[config.mk]
export PLATFORM = sky130hd
export DESIGN_NAME = prdt_timer
export DESIGN_NICKNAME = d
export VERILOG_FILES = /design/src/include/prdt_pkg.sv /design/src/prdt_prescaler.sv /design/src/prdt_timer.sv
export SDC_FILE = /design/constraint.sdc
export NUM_CORES = 1
export LEC_CHECK = 0
export ABC_AREA = 1
export BUFFER_PORTS_ARGS = -buffer_cell sky130_fd_sc_hd__buf_2
export CORE_UTILIZATION = 36
export DETAILED_ROUTE_END_ITERATION = 16
export GPL_TIMING_DRIVEN = 0
export PLACE_DENSITY = 0.52
export SKIP_CTS_REPAIR_TIMING = 1
export SYNTH_ARGS = -nofsm -noshare
export SYNTH_HDL_FRONTEND = slang
export SYNTH_SLANG_ARGS = --single-unit
[constraint.sdc]
create_clock -name sys_clk_i -period 1.3 [get_ports sys_clk_i]
set_input_delay 0.065 -clock sys_clk_i [delete_from_list [all_inputs] [get_ports sys_clk_i]]
set_output_delay 0.065 -clock sys_clk_i [all_outputs]
set_load 0.005 [all_outputs]
[src/include/prdt_pkg.sv]
package prdt_pkg;

    localparam int ADDR_W = 8;
    localparam int DATA_W = 8;
    localparam int CNT_W  = 16;
    localparam int PRE_W  = 6;
    localparam int SEL_W  = 3;

    localparam logic [ADDR_W-1:0] OFS_STATUS_CONTROL = 8'h4B;
    localparam logic [ADDR_W-1:0] OFS_COUNT_HIGH     = 8'h4C;
    localparam logic [ADDR_W-1:0] OFS_COUNT_LOW      = 8'h4D;
    localparam logic [ADDR_W-1:0] OFS_MODULO_HIGH    = 8'h4E;
    localparam logic [ADDR_W-1:0] OFS_MODULO_LOW     = 8'h4F;

    localparam int BIT_OVERFLOW_FLAG   = 7;
    localparam int BIT_OVERFLOW_IE     = 6;
    localparam int BIT_COUNTER_STOP    = 5;
    localparam int BIT_COUNTER_RESET   = 4;
    localparam int BIT_PRESCALER_SEL_H = 2;
    localparam int BIT_PRESCALER_SEL_L = 0;

    localparam logic                RST_OVERFLOW_FLAG = 1'b0;
    localparam logic                RST_OVERFLOW_IE   = 1'b0;
    localparam logic                RST_COUNTER_STOP  = 1'b1;
    localparam logic                RST_COUNTER_RESET = 1'b0;
    localparam logic [SEL_W-1:0]    RST_PRESCALER_SEL = 3'h0;
    localparam logic [CNT_W-1:0]    RST_COUNT         = 16'h0000;
    localparam logic [DATA_W-1:0]   RST_MODULO_BYTE   = 8'hFF;
    localparam logic [PRE_W-1:0]    RST_PRESCALER     = 6'h00;
    localparam logic [DATA_W-1:0]   RST_READ_DATA     = 8'h00;

    localparam logic [SEL_W-1:0]    SEL_MAX_DIVIDE    = 3'h6;

    typedef enum logic [1:0] {
        PRDT_CLR_IDLE  = 2'b01,
        PRDT_CLR_ARMED = 2'b10
    } prdt_clr_e;

endpackage

[src/prdt_prescaler.sv]
`timescale 1ns/100ps

module prdt_prescaler (
    input  wire logic                            sys_clk_i,
    input  wire logic                            reset_n_i,
    input  wire logic                            run_i,
    input  wire logic                            clear_i,
    input  wire logic [prdt_pkg::SEL_W-1:0]      select_i,
    output logic                                 tick_o
);

    logic [prdt_pkg::PRE_W-1:0] divider;
    logic [prdt_pkg::PRE_W-1:0] tap_mask;

    // Codes above the largest divide fold onto divide by 64.
    function automatic logic [prdt_pkg::PRE_W-1:0] divide_mask(input logic [prdt_pkg::SEL_W-1:0] sel);
        logic [prdt_pkg::SEL_W-1:0] eff;
        eff = (sel > prdt_pkg::SEL_MAX_DIVIDE) ? prdt_pkg::SEL_MAX_DIVIDE : sel;
        divide_mask = prdt_pkg::PRE_W'((7'h01 << eff) - 7'h01);
    endfunction

    always_comb begin
        tap_mask = divide_mask(select_i);
    end

    always_ff @(posedge sys_clk_i) begin
        if (!reset_n_i) begin
            divider <= prdt_pkg::RST_PRESCALER;
        end else if (clear_i) begin
            divider <= prdt_pkg::RST_PRESCALER;
        end else if (run_i) begin
            divider <= divider + 6'h01;
        end
    end

    // Tick when all bits below the selected tap are set, so divide by 1 ticks every cycle.
    assign tick_o = run_i && !clear_i && ((divider & tap_mask) == tap_mask);

endmodule // prdt_prescaler

[src/prdt_timer.sv]
// Chosen here: the strobed register port and the placing of the registers.
`timescale 1ns/100ps


module prdt_timer (
    input  wire logic                            sys_clk_i,
    input  wire logic                            reset_n_i,
    input  wire logic [prdt_pkg::ADDR_W-1:0]     addr_i,
    input  wire logic [prdt_pkg::DATA_W-1:0]     wdata_i,
    input  wire logic                            wr_i,
    input  wire logic                            rd_i,
    output logic      [prdt_pkg::DATA_W-1:0]     rdata_o,
    input  wire logic                            break_i,
    input  wire logic                            break_clear_permission_i,
    input  wire logic                            stop_mode_i,
    output logic                                 irq_o
);

    logic                               overflow_flag;
    logic                               overflow_interrupt_enable;
    logic                               counter_stop;
    logic                               counter_reset_bit;
    logic [prdt_pkg::SEL_W-1:0]         prescaler_select;
    logic [prdt_pkg::CNT_W-1:0]         count;
    logic [prdt_pkg::DATA_W-1:0]        modulo_high;
    logic [prdt_pkg::DATA_W-1:0]        modulo_low;
    logic                               modulo_pending;
    logic [prdt_pkg::DATA_W-1:0]        low_buffer;
    logic                               low_latched;
    logic [prdt_pkg::DATA_W-1:0]        rdata;
    prdt_pkg::prdt_clr_e                clr_state;
    prdt_pkg::prdt_clr_e                next_clr_state;

    logic                               sel_status;
    logic                               sel_count_high;
    logic                               sel_count_low;
    logic                               sel_modulo_high;
    logic                               sel_modulo_low;
    logic                               wr_status;
    logic                               rd_status;
    logic                               rd_count_high;
    logic                               rd_count_low;
    logic                               wr_modulo_high;
    logic                               wr_modulo_low;
    logic                               guarded;
    logic                               counting;
    logic                               tick;
    logic                               match;
    logic                               overflow_event;
    logic                               clear_request;
    logic                               counter_clear;
    logic [prdt_pkg::CNT_W-1:0]         modulo;
    logic [prdt_pkg::DATA_W-1:0]        status_view;
    logic [prdt_pkg::DATA_W-1:0]        next_rdata;

    function automatic logic hit(input logic [prdt_pkg::ADDR_W-1:0] a,
                                 input logic [prdt_pkg::ADDR_W-1:0] ofs);
        hit = (a == ofs);
    endfunction

    // Address decode.

    always_comb begin
        sel_status      = hit(addr_i, prdt_pkg::OFS_STATUS_CONTROL);
        sel_count_high  = hit(addr_i, prdt_pkg::OFS_COUNT_HIGH);
        sel_count_low   = hit(addr_i, prdt_pkg::OFS_COUNT_LOW);
        sel_modulo_high = hit(addr_i, prdt_pkg::OFS_MODULO_HIGH);
        sel_modulo_low  = hit(addr_i, prdt_pkg::OFS_MODULO_LOW);
    end

    assign wr_status      = wr_i && sel_status;
    assign rd_status      = rd_i && sel_status;
    assign rd_count_high  = rd_i && sel_count_high;
    assign rd_count_low   = rd_i && sel_count_low;
    assign wr_modulo_high = wr_i && sel_modulo_high;
    assign wr_modulo_low  = wr_i && sel_modulo_low;

    // Status bits are shielded while in a break unless the integration unit grants clearing.
    assign guarded = break_i && !break_clear_permission_i;

    // Counting engine.

    assign modulo        = {modulo_high, modulo_low};
    assign counting      = !counter_stop && !break_i && !stop_mode_i;
    assign counter_clear = counter_reset_bit;
    assign match         = (count == modulo);
    assign overflow_event = tick && match && !modulo_pending;

    prdt_prescaler u_prescaler (
        .sys_clk_i (sys_clk_i),
        .reset_n_i (reset_n_i),
        .run_i     (counting),
        .clear_i   (counter_clear),
        .select_i  (prescaler_select),
        .tick_o    (tick)
    );

    always_ff @(posedge sys_clk_i) begin
        if (!reset_n_i) begin
            count <= prdt_pkg::RST_COUNT;
        end else if (counter_clear) begin
            count <= prdt_pkg::RST_COUNT;
        end else if (tick) begin
            if (match) begin
                count <= prdt_pkg::RST_COUNT;
            end else begin
                count <= count + 16'h0001;
            end
        end
    end

    // Reset bit is held for one cycle so the counter clear lands, then drops by itself.
    always_ff @(posedge sys_clk_i) begin
        if (!reset_n_i) begin
            counter_reset_bit <= prdt_pkg::RST_COUNTER_RESET;
        end else if (wr_status && wdata_i[prdt_pkg::BIT_COUNTER_RESET]) begin
            counter_reset_bit <= 1'b1;
        end else begin
            counter_reset_bit <= 1'b0;
        end
    end

    // Control fields of the status register.

    always_ff @(posedge sys_clk_i) begin
        if (!reset_n_i) begin
            overflow_interrupt_enable <= prdt_pkg::RST_OVERFLOW_IE;
            counter_stop              <= prdt_pkg::RST_COUNTER_STOP;
            prescaler_select          <= prdt_pkg::RST_PRESCALER_SEL;
        end else if (wr_status) begin
            overflow_interrupt_enable <= wdata_i[prdt_pkg::BIT_OVERFLOW_IE];
            counter_stop              <= wdata_i[prdt_pkg::BIT_COUNTER_STOP];
            prescaler_select          <= wdata_i[prdt_pkg::BIT_PRESCALER_SEL_H:prdt_pkg::BIT_PRESCALER_SEL_L];
        end
    end

    // Two-step clearing: a status read that sees the flag arms; the zero write then clears.

    always_comb begin
        next_clr_state = clr_state;
        case (clr_state)
            prdt_pkg::PRDT_CLR_IDLE: begin
                if (rd_status && overflow_flag && !guarded) begin
                    next_clr_state = prdt_pkg::PRDT_CLR_ARMED;
                end
            end
            prdt_pkg::PRDT_CLR_ARMED: begin
                if (overflow_event) begin
                    next_clr_state = prdt_pkg::PRDT_CLR_IDLE;
                end else if (wr_status && !guarded) begin
                    next_clr_state = prdt_pkg::PRDT_CLR_IDLE;
                end else if (!overflow_flag) begin
                    next_clr_state = prdt_pkg::PRDT_CLR_IDLE;
                end
            end
            default: begin
                next_clr_state = prdt_pkg::PRDT_CLR_IDLE;
            end
        endcase
    end

    always_ff @(posedge sys_clk_i) begin
        if (!reset_n_i) begin
            clr_state <= prdt_pkg::PRDT_CLR_IDLE;
        end else begin
            clr_state <= next_clr_state;
        end
    end

    // A write of one to the flag bit never clears; a write in a shielded break does not clear either.
    assign clear_request = wr_status
                        && !wdata_i[prdt_pkg::BIT_OVERFLOW_FLAG]
                        && (clr_state == prdt_pkg::PRDT_CLR_ARMED)
                        && !guarded;

    // A new overflow in the same cycle as the clearing write wins over the clear.
    always_ff @(posedge sys_clk_i) begin
        if (!reset_n_i) begin
            overflow_flag <= prdt_pkg::RST_OVERFLOW_FLAG;
        end else if (overflow_event) begin
            overflow_flag <= 1'b1;
        end else if (clear_request) begin
            overflow_flag <= 1'b0;
        end
    end

    // Modulo pair; the high byte write holds off flagging until the low byte follows.

    always_ff @(posedge sys_clk_i) begin
        if (!reset_n_i) begin
            modulo_high <= prdt_pkg::RST_MODULO_BYTE;
            modulo_low  <= prdt_pkg::RST_MODULO_BYTE;
        end else begin
            if (wr_modulo_high) begin
                modulo_high <= wdata_i;
            end
            if (wr_modulo_low) begin
                modulo_low <= wdata_i;
            end
        end
    end

    always_ff @(posedge sys_clk_i) begin
        if (!reset_n_i) begin
            modulo_pending <= 1'b0;
        end else if (wr_modulo_low) begin
            modulo_pending <= 1'b0;
        end else if (wr_modulo_high) begin
            modulo_pending <= 1'b1;
        end
    end

    // Low byte buffer of the count; the latch survives a break, so software must unlatch it.

    always_ff @(posedge sys_clk_i) begin
        if (!reset_n_i) begin
            low_latched <= 1'b0;
            low_buffer  <= prdt_pkg::RST_COUNT[prdt_pkg::DATA_W-1:0];
        end else if (rd_count_low) begin
            low_latched <= 1'b0;
        end else if (rd_count_high && !low_latched) begin
            low_latched <= 1'b1;
            low_buffer  <= count[prdt_pkg::DATA_W-1:0];
        end
    end

    // Read path; the reset bit always reads zero and bit three reads zero.

    always_comb begin
        status_view                                    = prdt_pkg::RST_READ_DATA;
        status_view[prdt_pkg::BIT_OVERFLOW_FLAG]       = overflow_flag;
        status_view[prdt_pkg::BIT_OVERFLOW_IE]         = overflow_interrupt_enable;
        status_view[prdt_pkg::BIT_COUNTER_STOP]        = counter_stop;
        status_view[prdt_pkg::BIT_COUNTER_RESET]       = 1'b0;
        status_view[prdt_pkg::BIT_PRESCALER_SEL_H:prdt_pkg::BIT_PRESCALER_SEL_L] = prescaler_select;
    end

    always_comb begin
        next_rdata = prdt_pkg::RST_READ_DATA;
        if (rd_i) begin
            if (sel_status) begin
                next_rdata = status_view;
            end else if (sel_count_high) begin
                next_rdata = count[prdt_pkg::CNT_W-1:prdt_pkg::DATA_W];
            end else if (sel_count_low) begin
                next_rdata = low_latched ? low_buffer : count[prdt_pkg::DATA_W-1:0];
            end else if (sel_modulo_high) begin
                next_rdata = modulo_high;
            end else if (sel_modulo_low) begin
                next_rdata = modulo_low;
            end
        end
    end

    // Read data stands only in the cycle after the read strobe; unmapped reads return zero.
    always_ff @(posedge sys_clk_i) begin
        if (!reset_n_i) begin
            rdata <= prdt_pkg::RST_READ_DATA;
        end else begin
            rdata <= next_rdata;
        end
    end

    assign rdata_o = rdata;

    // The request is not gated by wait mode, so it can wake the processor.
    assign irq_o = overflow_flag && overflow_interrupt_enable && !modulo_pending;

endmodule // prdt_timer

==> metrics.cfg <==
[run_status]
status = complete, but fails checks
failed_checks = hold timing, setup timing

[routing]
post_drt_wl_per_cell_um = 15.2
vias_per_cell = 5.01
postRouteAntennaNets = 0
wl_met3_um = 557
top_layer = met4
drt_iter0_markers = 239
vias = 3715
dr.pass1.iters = 5
wl_met2_mm = 5.32
wl_met1_mm = 5.03
drc_errors = 0
totalWireLength_mm = 11.2

[critical_path]
worstSetupPathType = reg -> reg
reg2regPathDepth = 11
cp_cell_sequence = buf_6 -> xnor2_2 -> nand2_1 -> nor2_2 -> nand2_2 -> nor2_4 -> buf_12 -> buf_8 -> nor2_1 -> nand2_1 -> a21oi_2
critPathMaxStageDelay_ns = 0.32
path_buf_inv = 3
crit_fanout = 6
crit_top_cell = nand2_1
arrival_ns = 1.79
rr_startpoint = count[6]
cp-end-kind = register
path_delay_family = simple AND/OR/NAND/NOR gates
critPathLaunchType = register
r2r-end = count[8]
cp_slowest_cell = dfxtp_2
cp.required_ns = 1.55
reg2reg_slack_ns = -0.24

[timing]
maxSlewViolCount = 0
fin_tns_setup_ns = -3.59
fin_ws_ns = -0.243
worst_slew_pin_slew_ns = 0.652
rsz0062_at_grt = yes
layout_min_cycle_time_ns = 1.54
slew_headroom = 0.565
fin_hold_ws_ns = -0.00818
fin_skew_ns = 0.0120
post-route-period-util = 1.19
max_clock_freq_mhz = 648
hold_viol = 4
setup_viol = 19

[global_routing]
first_global_vias = 3382
grt_pass1_wl_mm = 16.8
antenna_found_initial = 0
grt_overflow = 0
grt_max_degree = 12
grt_usage = 0.218

[clocking]
cts.root.buffer_cell = clkbuf_8
clock_sinks = 65
worstSkewPairLatency_ns = 0.36
cts_tree = yes
cts.htree.levels = 3
numCtsBuffers = 9
cts.clk_slew.worst_paths_ns = 0.08
cts-root-to-sink-buffers = 2

[floorplanning]
fp-row-count = 36
dieArea_mm2 = 0.0104
pin_count = 32
die-height_um = 102
start_util = 0.370
die_w_um = 102
core_area_mm2 = 0.00968

[power]
power_frac_clock = 0.486
p_sw_frac = 0.235
p_sw_mw = 0.989
peakVddDrop_mv = 0.502
p_comb_frac = 0.044
p_seq_frac = 0.469
p_int_mw = 3.23
cellLeakagePower_nw = 2.10
powerDensity_mw_per_mm2 = 867

[yosys]
ys.warnings.count = 0
synthesis.nets = 550
netlist_area_mm2 = 0.00358
synth.ff_latch_count = 65
syn-instance-count = 525
avgSynthCellArea_um2 = 6.82
ys_types = 41
ys_seq_area_frac = 0.363

[worst_hold_path]
whs_path_depth = 3
hp-class = in -> reg
holdCritStartpoint = wdata_i[2]
hold_path_end = modulo_high[2]

[finish]
final_cells = 741
area_growth_pct = 35.8
finalNetCount = 628
drive_gt1_frac = 0.337
final_cell_area_mm2 = 0.00486
antenna_cells = 0

[placed_design]
gp_congestion = 0.871
dp_hpwl_mm = 7.82
port_buffers = 30
place_area_mm2 = 0.00395
dp_cells = 688

[job]
maxCapViolCount = 0

==> placed cells by master, fill, tap and decap left out, types with 5 or more instances in the layout <==
| master | n |
|---|---|
| buf_4 | 24 |
| a211oi_1 | 6 |
| clkbuf_8 | 12 |
| o211ai_1 | 12 |
| inv_1 | 53 |
| dfxtp_4 | 7 |
| nor2_1 | 51 |
| nand3_2 | 6 |
| a21oi_2 | 10 |
| buf_2 | 32 |
| nand3_1 | 22 |
| o21ai_0 | 20 |
| buf_6 | 7 |
| dfxtp_1 | 43 |
| nand2_1 | 120 |
| nand2_2 | 17 |
| dlygate4sd3_1 | 5 |
| xor2_1 | 10 |
| nor3_1 | 6 |
| inv_2 | 15 |
| a21oi_1 | 30 |
| o22ai_1 | 5 |
| dfxtp_2 | 15 |
| nor2_2 | 11 |
| nor2_4 | 6 |
==> power by group through the flow <==
| stage | Combinational, mW | Sequential (mW) | Clock [mW] |
|---|---|---|---|
| 6_report | 0.188 | 1.98 | 2.05 |
| 5_1_grt | 0.207 | 1.98 | 2.15 |
| 4_1_cts | 0.169 | 1.99 | 2.08 |
| 3_5_place_dp | 0.168 | 2.04 | 0 |
| 3_3_place_gp | 0.165 | 2.04 | 0 |
| 2_1_floorplan | 0.0854 | 2.04 | 0 |
==> cell type report <==
class,instances,area (µm²)
flip-flops and latches,65,1350
well taps,133,166
repair buffers,67,537
multi-input cells,371,2140
repair inverters,1,6.26
inverters,72,285
clock inverters,4,75.1
clock buffers,12,155
plain buffers,16,154
fillers,959,4820
==> logic make-up after synthesis <==
logic type                 after synthesis  synth area share
xor gates and xnor gates                17            0.0416
and+or+nand+nor                        259             0.328
DFF                                     65             0.363
buffers and inverters                   89             0.105
adders and majority gates                2           0.00699
AOI/OAI and AO/OA                       93             0.155
==> worst max path at each step <==
stage | startpoint | to | cells after the start | slack (ns)
floorplan | count[9] | count[3] | 9 | -0.06
detailed placement | count[8] | count[3] | 8 | -0.48
global placement | count[8] | count[0] | 8 | -0.47
finish | count[6] | count[8] | 11 | -0.24
global route | count[10] | count[8] | 13 | -0.34
CTS | count[8] | count[0] | 8 | -0.50
==> layer usage <==
| layer | vias up | track usage |
|---|---|---|
| li1 | 1848 | - |
| met1 | 1739 | 0.267 |
| met2 | 99 | 0.365 |
| met3 | 29 | 0.0504 |
| met4 | 0 | 0.0948 |
| met5 | - | 0 |
==> worst reg2reg max path, cell delays in order, from the launching register on <==
cell	delay (ns)
dfxtp_2	0.32
buf_6	0.13
xnor2_2	0.13
nand2_1	0.09
nor2_2	0.13
nand2_2	0.08
nor2_4	0.14
buf_12	0.14
buf_8	0.12
nor2_1	0.05
nand2_1	0.07
a21oi_2	0.05
==> state kept, by name, summed over array words and instances (netlist names) <==
signal                     flops
rdata_o                        8
low_buffer                     8
u_prescaler.divider            6
count                         16
counter_clear                  1
prescaler_select               3
modulo_low                     8
counter_stop                   1
modulo_pending                 1
modulo_high                    8
overflow_interrupt_enable      1
low_latched                    1
overflow_flag                  1
clr_state                      2
==> through the flow <==
stage / worst slack [ns] / power (mW) / utilization
4_1_cts: -0.504 / 4.24 / 0.432
5_1_grt: -0.338 / 4.33 / 0.502
2_1_floorplan: -0.0591 / 2.13 / -
6_report: -0.243 / 4.22 / 0.502
3_5_place_dp: -0.481 / 2.21 / 0.408
3_3_place_gp: -0.470 / 2.21 / 0.408
==> cells in the mapped netlist (all sizes together) <==
cell     number  area share
nand2       139        0.15
inv          72       0.075
nor2         70       0.089
dfxtp        65        0.36
a21oi        40       0.057
nand3        30       0.046
o21ai        22       0.032
nor3         12       0.024
o211ai       12       0.025
buf          11       0.023
xor2         11       0.027
a211oi        8       0.020
clkbuf        6      0.0070
xnor2         6       0.015
o22ai         5      0.0087
nand4         3      0.0052
a31oi         2      0.0035
ha            2      0.0070
nor3b         2      0.0056
nor4          2      0.0035
o221ai        2      0.0049
nand3b        1      0.0021
o2111ai       1      0.0024
o21a          1      0.0021
(Power assumes the default switching activity.)
